$ cat src/include/wakeup_timer_consts.vh
`ifndef WAKEUP_TIMER_CONSTS_VH
`define WAKEUP_TIMER_CONSTS_VH

// Register byte addresses
`define ADDR_RELOAD_VALUE      32'hffff0340
`define ADDR_LIVE_COUNT        32'hffff0344
`define ADDR_TIMER_CONTROL     32'hffff0348
`define ADDR_RELOAD_CLEAR      32'hffff034c
`define ADDR_EVENT_STATUS      32'hffff0350
`define ADDR_EVENT_MASK        32'hffff0354

// Reset values
`define RST_RELOAD_VALUE       32'h00000000
`define RST_LIVE_COUNT         32'h00000000
`define RST_TIMER_CONTROL      32'h00000000
`define RST_EVENT_STATUS       2'h0
`define RST_EVENT_MASK         2'h3

// timer_control fields
`define CTL_WRITE_MASK         32'h000007ff
`define CTL_PSC_MSB            3
`define CTL_PSC_LSB            0
`define CTL_FMT_MSB            5
`define CTL_FMT_LSB            4
`define CTL_PERIODIC_BIT       6
`define CTL_ENABLE_BIT         7
`define CTL_COUNT_UP_BIT       8
`define CTL_SRC_MSB            10
`define CTL_SRC_LSB            9

// Clock source codes
`define SRC_OSC_32K            2'h0
`define SRC_CORE               2'h1
`define SRC_WATCH_XTAL         2'h2
`define SRC_PLL_UNDIV          2'h3

// Prescaler codes and the divide shift each gives
`define PSC_DIV1               4'h0
`define PSC_DIV16              4'h4
`define PSC_DIV256             4'h8
`define PSC_DIV32768           4'hf
`define PSC_SHIFT_DIV1         4'h0
`define PSC_SHIFT_DIV16        4'h4
`define PSC_SHIFT_DIV256       4'h8
`define PSC_SHIFT_DIV32768     4'hf
`define PSC_WIDTH              15

// Count formats
`define FMT_BINARY             2'h0
`define FMT_RESERVED           2'h1
`define FMT_TIME_23H           2'h2
`define FMT_TIME_255H          2'h3

// Time-of-day field layout and limits
`define TOD_HOUR_MSB           31
`define TOD_HOUR_LSB           24
`define TOD_MIN_MSB            23
`define TOD_MIN_LSB            16
`define TOD_SEC_MSB            15
`define TOD_SEC_LSB            8
`define TOD_HUND_MSB           7
`define TOD_HUND_LSB           0
`define TOD_HUND_MAX           8'd99
`define TOD_SEC_MAX            8'd59
`define TOD_MIN_MAX            8'd59
`define TOD_HOUR_MAX_23        8'd23
`define TOD_HOUR_MAX_255       8'd255

// Event status bits
`define EVT_OVERFLOW_BIT       0
`define EVT_UNDERFLOW_BIT      1
`define EVT_WIDTH              2

`endif

$ cat src/rtl/tick_source.v
`timescale 1ns/100ps
`default_nettype none
`include "wakeup_timer_consts.vh"

module tick_source #(
  parameter integer PIN_COUNT = 3
) (
  input  wire        clk_i,
  input  wire        rst_i,
  input  wire [1:0]  src_sel_i,
  input  wire [3:0]  prescale_i,
  input  wire        osc_32k_i,
  input  wire        watch_xtal_i,
  input  wire        undivided_pll_clock_i,
  output reg         tick_o
);

  wire [PIN_COUNT-1:0] pin_raw;
  reg  [PIN_COUNT-1:0] sync_a;
  reg  [PIN_COUNT-1:0] sync_b;
  reg  [PIN_COUNT-1:0] sync_c;
  reg  [PIN_COUNT-1:0] level;
  reg  [PIN_COUNT-1:0] rise;

  assign pin_raw = {undivided_pll_clock_i, watch_xtal_i, osc_32k_i};

  // A source edge counts only once the second and third stages agree
  genvar g;
  generate
    for (g = 0; g < PIN_COUNT; g = g + 1) begin : pin_sync
      always @(posedge clk_i) begin
        if (rst_i) begin
          sync_a[g] <= 1'b0;
          sync_b[g] <= 1'b0;
          sync_c[g] <= 1'b0;
          level[g]  <= 1'b0;
          rise[g]   <= 1'b0;
        end else begin
          sync_a[g] <= pin_raw[g];
          sync_b[g] <= sync_a[g];
          sync_c[g] <= sync_b[g];
          rise[g]   <= 1'b0;
          if (sync_b[g] == sync_c[g]) begin
            level[g] <= sync_c[g];
            rise[g]  <= sync_c[g] & ~level[g];
          end
        end
      end
    end
  endgenerate

  reg                    src_edge;
  reg [3:0]              shift;
  reg [`PSC_WIDTH-1:0]   div_mask;
  reg [`PSC_WIDTH-1:0]   div_count;

  always @* begin
    case (src_sel_i)
      `SRC_OSC_32K:    src_edge = rise[0];
      `SRC_CORE:       src_edge = 1'b1;
      `SRC_WATCH_XTAL: src_edge = rise[1];
      `SRC_PLL_UNDIV:  src_edge = rise[2];
      default:         src_edge = 1'b0;
    endcase
  end

  // Undocumented prescaler codes fall back to divide by one
  always @* begin
    case (prescale_i)
      `PSC_DIV16:    shift = `PSC_SHIFT_DIV16;
      `PSC_DIV256:   shift = `PSC_SHIFT_DIV256;
      `PSC_DIV32768: shift = `PSC_SHIFT_DIV32768;
      default:       shift = `PSC_SHIFT_DIV1;
    endcase
    div_mask = ~({`PSC_WIDTH{1'b1}} << shift);
  end

  always @(posedge clk_i) begin
    if (rst_i) begin
      div_count <= {`PSC_WIDTH{1'b0}};
      tick_o    <= 1'b0;
    end else begin
      tick_o <= 1'b0;
      if (src_edge) begin
        if ((div_count & div_mask) == div_mask) begin
          div_count <= {`PSC_WIDTH{1'b0}};
          tick_o    <= 1'b1;
        end else begin
          div_count <= div_count + {{(`PSC_WIDTH-1){1'b0}}, 1'b1};
        end
      end
    end
  end

endmodule

`default_nettype wire

$ cat src/rtl/wakeup_timer_32bit.v
// Summary of operation
// - Control bit 8 picks up or down counting.
// - Control bits 10:9 pick source clock.
// - Control bits 3:0 pick prescaler divide ratio.
// - Control bit 7 enables counting, else hold.
// - Control bit 6 selects periodic or free-running.
// - Control bits 5:4 select binary or time format.
// - Overflow reloads counter from reload value; here only in periodic mode (bit 6), free-running wraps to the next value.
// - Clear strobe write reloads and clears interrupt.
// - Live count readable, writes ignored.
// - Counting continues while core clock stopped; here all logic runs on clk_i, so it stops too.
//
// Added by the designer: the Wishbone register port.
`timescale 1ns/100ps
`default_nettype none
`include "wakeup_timer_consts.vh"

module wakeup_timer_32bit #(
  parameter integer COUNT_WIDTH = 32
) (
  input  wire                   clk_i,
  input  wire                   rst_i,
  input  wire                   cyc_i,
  input  wire                   stb_i,
  input  wire                   we_i,
  input  wire [31:0]            adr_i,
  input  wire [3:0]             sel_i,
  input  wire [31:0]            dat_i,
  output reg  [31:0]            dat_o,
  output reg                    ack_o,
  input  wire                   osc_32k_i,
  input  wire                   watch_xtal_i,
  input  wire                   undivided_pll_clock_i,
  output reg                    irq_o
);

  reg  [COUNT_WIDTH-1:0] reload_value;
  reg  [COUNT_WIDTH-1:0] live_count;
  reg  [31:0]            timer_control;
  reg  [`EVT_WIDTH-1:0]  event_status;
  reg  [`EVT_WIDTH-1:0]  event_mask;
  reg  [`EVT_WIDTH-1:0]  status_taken;

  wire                   tick;
  wire [1:0]             src_sel;
  wire [3:0]             prescale;
  wire [1:0]             fmt;
  wire                   periodic;
  wire                   enable;
  wire                   count_up;
  wire                   time_fmt;

  assign src_sel  = timer_control[`CTL_SRC_MSB:`CTL_SRC_LSB];
  assign prescale = timer_control[`CTL_PSC_MSB:`CTL_PSC_LSB];
  assign fmt      = timer_control[`CTL_FMT_MSB:`CTL_FMT_LSB];
  assign periodic = timer_control[`CTL_PERIODIC_BIT];
  assign enable   = timer_control[`CTL_ENABLE_BIT];
  assign count_up = timer_control[`CTL_COUNT_UP_BIT];
  assign time_fmt = (fmt == `FMT_TIME_23H) || (fmt == `FMT_TIME_255H);

  // Runs from clk_i, the same clock that paces the core source, so stopping the core clock stops it
  tick_source #(
    .PIN_COUNT (3)
  ) u_tick_source (
    .clk_i                 (clk_i),
    .rst_i                 (rst_i),
    .src_sel_i             (src_sel),
    .prescale_i            (prescale),
    .osc_32k_i             (osc_32k_i),
    .watch_xtal_i          (watch_xtal_i),
    .undivided_pll_clock_i (undivided_pll_clock_i),
    .tick_o                (tick)
  );

  // Bus decode

  wire access;
  wire wr_commit;
  wire rd_commit;
  wire hit_reload;
  wire hit_count;
  wire hit_control;
  wire hit_clear;
  wire hit_status;
  wire hit_mask;

  assign access      = cyc_i & stb_i;
  // Side effects take place on the edge that the master samples ack
  assign wr_commit   = access & ack_o & we_i;
  assign rd_commit   = access & ack_o & ~we_i;
  // Full 32-bit decode, so no alias answers
  assign hit_reload  = (adr_i == `ADDR_RELOAD_VALUE);
  assign hit_count   = (adr_i == `ADDR_LIVE_COUNT);
  assign hit_control = (adr_i == `ADDR_TIMER_CONTROL);
  assign hit_clear   = (adr_i == `ADDR_RELOAD_CLEAR);
  assign hit_status  = (adr_i == `ADDR_EVENT_STATUS);
  assign hit_mask    = (adr_i == `ADDR_EVENT_MASK);

  wire clear_strobe;

  assign clear_strobe = wr_commit & hit_clear;

  // Read data is latched at the take edge, so it stands through the ack cycle
  wire rd_take;

  assign rd_take = access & ~ack_o & ~we_i;

  function [31:0] merge_lanes;
    input [31:0] old_val;
    input [31:0] new_val;
    input [3:0]  lanes;
    integer      i;
    begin
      merge_lanes = old_val;
      for (i = 0; i < 4; i = i + 1) begin
        if (lanes[i]) begin
          merge_lanes[i*8 +: 8] = new_val[i*8 +: 8];
        end
      end
    end
  endfunction

  // Lane merges; only the low bits of the mask are kept
  wire [31:0] reload_merged;
  wire [31:0] control_merged;
  wire [31:0] mask_merged;

  assign reload_merged  = merge_lanes(reload_value, dat_i, sel_i);
  assign control_merged = merge_lanes(timer_control, dat_i, sel_i) & `CTL_WRITE_MASK;
  assign mask_merged    = merge_lanes({{(32-`EVT_WIDTH){1'b0}}, event_mask}, dat_i, sel_i);

  // One time field step; returns carry-out above the field value
  function [8:0] step_field;
    input [7:0] val;
    input [7:0] max_val;
    input       up;
    input       carry_in;
    begin
      step_field = {1'b0, val};
      if (carry_in) begin
        if (up) begin
          // Fields above their limit restart at zero
          if (val >= max_val) begin
            step_field = {1'b1, 8'h00};
          end else begin
            step_field = {1'b0, val + 8'h01};
          end
        end else begin
          // Borrow loads the field's limit
          if (val == 8'h00) begin
            step_field = {1'b1, max_val};
          end else begin
            step_field = {1'b0, val - 8'h01};
          end
        end
      end
    end
  endfunction

  // Next count for one tick

  reg [COUNT_WIDTH-1:0] next_count;
  reg                   wrap;
  reg [8:0]             hund_step;
  reg [8:0]             sec_step;
  reg [8:0]             min_step;
  reg [8:0]             hour_step;
  reg [7:0]             hour_max;

  always @* begin
    next_count = live_count;
    wrap       = 1'b0;
    hour_max   = (fmt == `FMT_TIME_23H) ? `TOD_HOUR_MAX_23 : `TOD_HOUR_MAX_255;
    hund_step  = step_field(live_count[`TOD_HUND_MSB:`TOD_HUND_LSB], `TOD_HUND_MAX, count_up, 1'b1);
    sec_step   = step_field(live_count[`TOD_SEC_MSB:`TOD_SEC_LSB], `TOD_SEC_MAX, count_up, hund_step[8]);
    min_step   = step_field(live_count[`TOD_MIN_MSB:`TOD_MIN_LSB], `TOD_MIN_MAX, count_up, sec_step[8]);
    hour_step  = step_field(live_count[`TOD_HOUR_MSB:`TOD_HOUR_LSB], hour_max, count_up, min_step[8]);
    // Reserved format 01 counts as plain binary
    if (time_fmt) begin
      next_count = {hour_step[7:0], min_step[7:0], sec_step[7:0], hund_step[7:0]};
      wrap       = hour_step[8];
    end else if (count_up) begin
      next_count = live_count + {{(COUNT_WIDTH-1){1'b0}}, 1'b1};
      wrap       = &live_count;
    end else begin
      next_count = live_count - {{(COUNT_WIDTH-1){1'b0}}, 1'b1};
      wrap       = ~|live_count;
    end
  end

  wire                  step;
  wire                  overflow_evt;
  wire                  underflow_evt;
  wire                  wrap_reload;

  assign step          = tick & enable;
  assign overflow_evt  = step & wrap & count_up;
  assign underflow_evt = step & wrap & ~count_up;
  assign wrap_reload   = wrap & periodic;

  // Counter

  always @(posedge clk_i) begin
    if (rst_i) begin
      live_count <= `RST_LIVE_COUNT;
    // Clear strobe outranks a tick in the same cycle
    end else if (clear_strobe) begin
      live_count <= reload_value;
    end else if (step) begin
      if (wrap_reload) begin
        live_count <= reload_value;
      end else begin
        // Free-running mode wraps through the natural next value
        live_count <= next_count;
      end
    end
  end

  // Registers written by software

  always @(posedge clk_i) begin
    if (rst_i) begin
      reload_value  <= `RST_RELOAD_VALUE;
      timer_control <= `RST_TIMER_CONTROL;
      event_mask    <= `RST_EVENT_MASK;
    end else if (wr_commit) begin
      if (hit_reload) begin
        reload_value <= reload_merged[COUNT_WIDTH-1:0];
      end
      if (hit_control) begin
        timer_control <= control_merged;
      end
      if (hit_mask) begin
        event_mask <= mask_merged[`EVT_WIDTH-1:0];
      end
    end
  end

  // Event status: hardware set wins over any clear in the same cycle

  reg [`EVT_WIDTH-1:0] next_status;
  reg [`EVT_WIDTH-1:0] evt_set;
  reg [`EVT_WIDTH-1:0] evt_clear;

  always @* begin
    // Wrap direction picks which flag is set
    evt_set                     = {`EVT_WIDTH{1'b0}};
    evt_set[`EVT_OVERFLOW_BIT]  = overflow_evt;
    evt_set[`EVT_UNDERFLOW_BIT] = underflow_evt;
    evt_clear                   = {`EVT_WIDTH{1'b0}};
    if (clear_strobe) begin
      evt_clear = {`EVT_WIDTH{1'b1}};
    end else if (rd_commit && hit_status) begin
      // Only bits the reader actually saw are cleared
      evt_clear = status_taken;
    end
    next_status = (event_status & ~evt_clear) | evt_set;
  end

  always @(posedge clk_i) begin
    if (rst_i) begin
      event_status <= `RST_EVENT_STATUS;
      irq_o        <= 1'b0;
    end else begin
      event_status <= next_status;
      // Taken from next status so the irq rises with its flag
      irq_o        <= |(next_status & event_mask);
    end
  end

  // Read data and acknowledge

  reg [31:0] read_mux;

  always @* begin
    read_mux = 32'h00000000;
    if (hit_reload) begin
      read_mux = reload_value;
    end else if (hit_count) begin
      read_mux = live_count;
    end else if (hit_control) begin
      read_mux = timer_control;
    end else if (hit_status) begin
      read_mux = {{(32-`EVT_WIDTH){1'b0}}, event_status};
    end else if (hit_mask) begin
      read_mux = {{(32-`EVT_WIDTH){1'b0}}, event_mask};
    end
  end

  // Every address answers after one wait state; unmapped reads return zero
  always @(posedge clk_i) begin
    if (rst_i) begin
      ack_o        <= 1'b0;
      dat_o        <= 32'h00000000;
      status_taken <= {`EVT_WIDTH{1'b0}};
    end else begin
      // Ack drops after one cycle even if the master keeps the strobe up
      ack_o <= access & ~ack_o;
      if (rd_take) begin
        dat_o        <= read_mux;
        status_taken <= hit_status ? event_status : {`EVT_WIDTH{1'b0}};
      end
    end
  end

endmodule

`default_nettype wire

$ cat config.mk
export PLATFORM = sky130hd
export DESIGN_NAME = wakeup_timer_32bit
export DESIGN_NICKNAME = d
export VERILOG_FILES = /design/src/rtl/tick_source.v /design/src/rtl/wakeup_timer_32bit.v
export VERILOG_INCLUDE_DIRS = /design/src /design/src/include
export SDC_FILE = /design/constraint.sdc
export NUM_CORES = 1
export LEC_CHECK = 0
export BUFFER_PORTS_ARGS = -buffer_cell sky130_fd_sc_hd__buf_2
export CAP_MARGIN = 0
export CORE_MARGIN = 3
export CORE_UTILIZATION = 50
export CTS_BUF_LIST = sky130_fd_sc_hd__clkbuf_4 sky130_fd_sc_hd__clkbuf_8
export CTS_CLUSTER_SIZE = 14
export DETAILED_ROUTE_END_ITERATION = 6
export GPL_ROUTABILITY_DRIVEN = 0
export MAX_ROUTING_LAYER = met4
export PLACE_DENSITY = 0.79
export SYNTH_ARGS = -nofsm -noshare
export SYNTH_HDL_FRONTEND = slang
export SYNTH_SLANG_ARGS = --single-unit
$ cat constraint.sdc
create_clock -name clk_i -period 5.05 [get_ports clk_i]
set_clock_uncertainty 0.15 [all_clocks]
set_input_delay 0.7575 -clock clk_i [delete_from_list [all_inputs] [get_ports clk_i]]
set_output_delay 0.7575 -clock clk_i [all_outputs]
set_load 0.005 [all_outputs]
==> results by group <==
Finish
  – N_diodes: 0
  – Layout cells sized above 1: ~15%
  – Nets: roughly 1,500
  – Sequential cell area: 2920 µm²
  – Fin area: between 10,000 and 15,000 µm²
  – FILL cells: roughly 1,800
  – Layout area overhead: 9.96%
  – Multi-input logic area: 6460 µm²
  – Final core occ: between 50% and 60%
  – Final std cells w/o fill: 1,611

Critical path
  – Crit path launch type: flip-flop
  – Worst path required time: between 5 and 6 ns
  – Arr. time, crit path: slightly above 4 ns
  – R2r worst-path depth: 9
  – Worst path slowest cell: dfxtp_1
  – R2R Path Start: live_count[0]
  – Cell Chain, Critical Path: ha_1 > nor4_1 > o21ai_2 > nand3_4 > a2111o_1 > a31o_2 > buf_4 > and3_1 > a211o_1
  – Setup CP Type: reg -> reg
  – Worst Setup End Kind: flip-flop
  – Top delay family on crit path: compound AO/OA/AOI/OAI gates
  – Worst Path Max Fanout: 32
  – CP max stage delay: 0.67 ns
  – R2r endpoint: live_count[17]
  – Reg-to-reg slack, setup: approximately 1.2 ns
  – Buf+Inv Stages, Crit Path: 1

Timing
  – Max Freq: 0.258 GHz
  – Slew Limit Fails: 0
  – Final Setup Violations: 0
  – Final Cycle Share: 76.8%
  – Min Tclk post-route: 3.88 ns
  – Setup_tns: 0 ns
  – RSZ-0062 raised after global routing: false
  – Worst Tran Pin Value: about 1.1 ns
  – Final-report hold violation count: 0
  – Slew margin rel.: 27.7%

Clock tree
  – CTS tree: done
  – Skew-Pair Late Insertion Delay: 0.47 ns
  – Post-cts gate resize count: 0
  – Post-CTS setup buffer count: 0
  – CTS hold repair buffers: 0
  – CTS Buf Count: 17
  – H-tree levels: 4
  – Max clock buf depth: 2
  – Clock sink count: roughly 150
  – Clk root buf: clkbuf_8
  – Clk pin slew, worst setup/hold paths: roughly 0.090 ns

Synth
  – Synth area leader: dfxtp_1
  – Post-synthesis sequential area ratio: 29.6%
  – Post-Syn Instances: 1,288
  – Syn Std Cell Area: 9860 µm²
  – Area contributors post-synth: dfxtp_1 (30%), a21oi_1 (7.1%), nand2_1 (6.2%)
  – Synth Warn #: 0
  – Top cells by count, synth: nand2_1 (162), dfxtp_1 (146), a21oi_1 (140)
  – Synth top area share: 29.6%
  – Most common cell in the netlist: nand2_1
  – Ys async rst share: 0%
  – Netlist cell types: 85
  – Syn nets: around 1,400
  – Avg Cell Area, Syn: 7.66 µm²
  – Synth Register Bits: 146
  – Leading register cell type out of synthesis: dfxtp_1
  – EDFF count, synth: 0

GRT
  – Vias in the first global route: 9,262
  – Largest net degree at the start of global routing: between 70 and 80
  – Grt ovf: 0
  – First-pass GRT wire length: between 40 and 50 mm
  – Antenna violations before repair: 0
  – Tot GR Track Use: 26.6%

Die
  – Die Area: 21,400 µm²
  – Num rows: 50
  – Die W: 146 µm
  – Initial Util: 51.9%
  – Core area: between 15,000 and 20,000 µm²
  – Ports: 110
  – Chip Height: 146 µm

Worst hold path
  – Hold path start: dat_o[18]
  – End of the worst hold path: dat_o[18]
  – HP Class: reg -> reg
  – Cells on Worst Hold Path: 2

Detailed routing
  – Antenna viol nets, final: 0
  – Drt wl/cell: 18.0 µm
  – Detailed Routing Iterations Pass 1: 7
  – Iter 0 DRT Violations: ~1,200
  – Remaining DRCs: 0
  – Avg Vias per Cell: 6.35
  – Routed via count: between 10,000 and 15,000
  – Aggregate routed wire length: 29.0 mm

Placed design
  – Hpwl dp: 20.9 mm
  – Cell Area, Placed: 10,500 µm²
  – Port buffer count: 109
  – Cell count after placement: 1,579

Outcome
  – Status: completed

Pwr
  – Power per cell area: 201 nW/µm²
  – Pleak: 0.00433 µW
  – VDD IR-drop max: roughly 210 µV

Run
  – # Max-Cap Violations: 0
==> layout by cell type (no fill, tap or decap), drive strengths merged, types with 21 or more instances in the layout <==
cell type	netlist	layout
nor2	86	86
ha	40	40
dfxtp	146	146
a21oi	140	140
mux2i	35	35
nor3	36	36
buf	18	121
o21ai	72	72
nand2	162	162
and3	21	21
mux2	23	23
nand3	96	96
inv	27	34
==> cell type report <==
class | count | area share [%]
repair buffers | 121 | 5.88
clock buffers | 19 | 2.35
well taps | 260 | 3.00
clock inverters | 13 | 1.29
multi-input cells | 1025 | 59.6
flip-flops and latches | 146 | 27.0
inverters | 27 | 0.934
==> cell families (layout without fill, tap and decap cells) <==
logic type	count (synthesis)	in the layout	synth area share, %
buffers and inverters	117	180	5.00
AO/OA/AOI/OAI	379	379	24.5
multiplexers	59	59	6.41
XOR/XNOR	40	40	3.55
AND/OR/NAND/NOR	506	506	25.6
flip-flops	146	146	29.6
adder cells (fa/ha/maj)	41	41	5.28
==> worst max path at each step <==
stage                          start             end  slack (ns)  cells after the start
CTS                    live_count[0]  live_count[17]        1.28                      9
global route        timer_control[8]  live_count[28]        0.98                     10
floorplan           timer_control[8]  live_count[23]        0.97                     13
finish                 live_count[0]  live_count[17]        1.17                      9
global placement           adr_i[23]  live_count[17]        1.13                      8
detailed placement          adr_i[2]  live_count[17]        1.03                      7
==> sequential cells by signal, summed over array words and instances, names as in the netlist, 3 cells and up <==
register	flops
dat_o	32
live_count	32
reload_value	32
u_tick_source.div_count	15
timer_control	11
u_tick_source.level	3
u_tick_source.rise	3
u_tick_source.sync_a	3
u_tick_source.sync_b	3
u_tick_source.sync_c	3
==> metrics by stage <==
stage,setup WS [ns],hold WS [ns],power [µW]
after detailed placement,1.03,0.280,1270
after CTS,1.28,0.306,2190
after global placement,1.13,0.285,1270
final,1.17,0.304,2180
after global routing,0.984,0.319,2240
after floorplan,0.965,0.264,1230
==> worst reg2reg max path, cell delays in order, from the launching register on <==
cell and delay, ns:
dfxtp_1 0.67, ha_1 0.31, nor4_1 0.11, o21ai_2 0.43, nand3_4 0.23, a2111o_1 0.49, a31o_2 0.48, buf_4 0.34
and3_1 0.26, a211o_1 0.30
==> routing by layer <==
metal	global-route usage, %	up-vias	part of all wire (%)
met3	4.84	75	9.7
li1	-	4859	-
met1	36.5	4699	44
met2	40.1	589	44
met4	7.71	0	2.2
met5	-	-	0
==> power by group <==
group / total [µW] / internal (µW) / switching (µW)
sequential: 1160 / 1150 / 2.23
clock: 936 / 427 / 509
combinational: 87.0 / 32.3 / 54.7
total: 2180 / 1610 / 566
(Power assumes the default switching activity.)
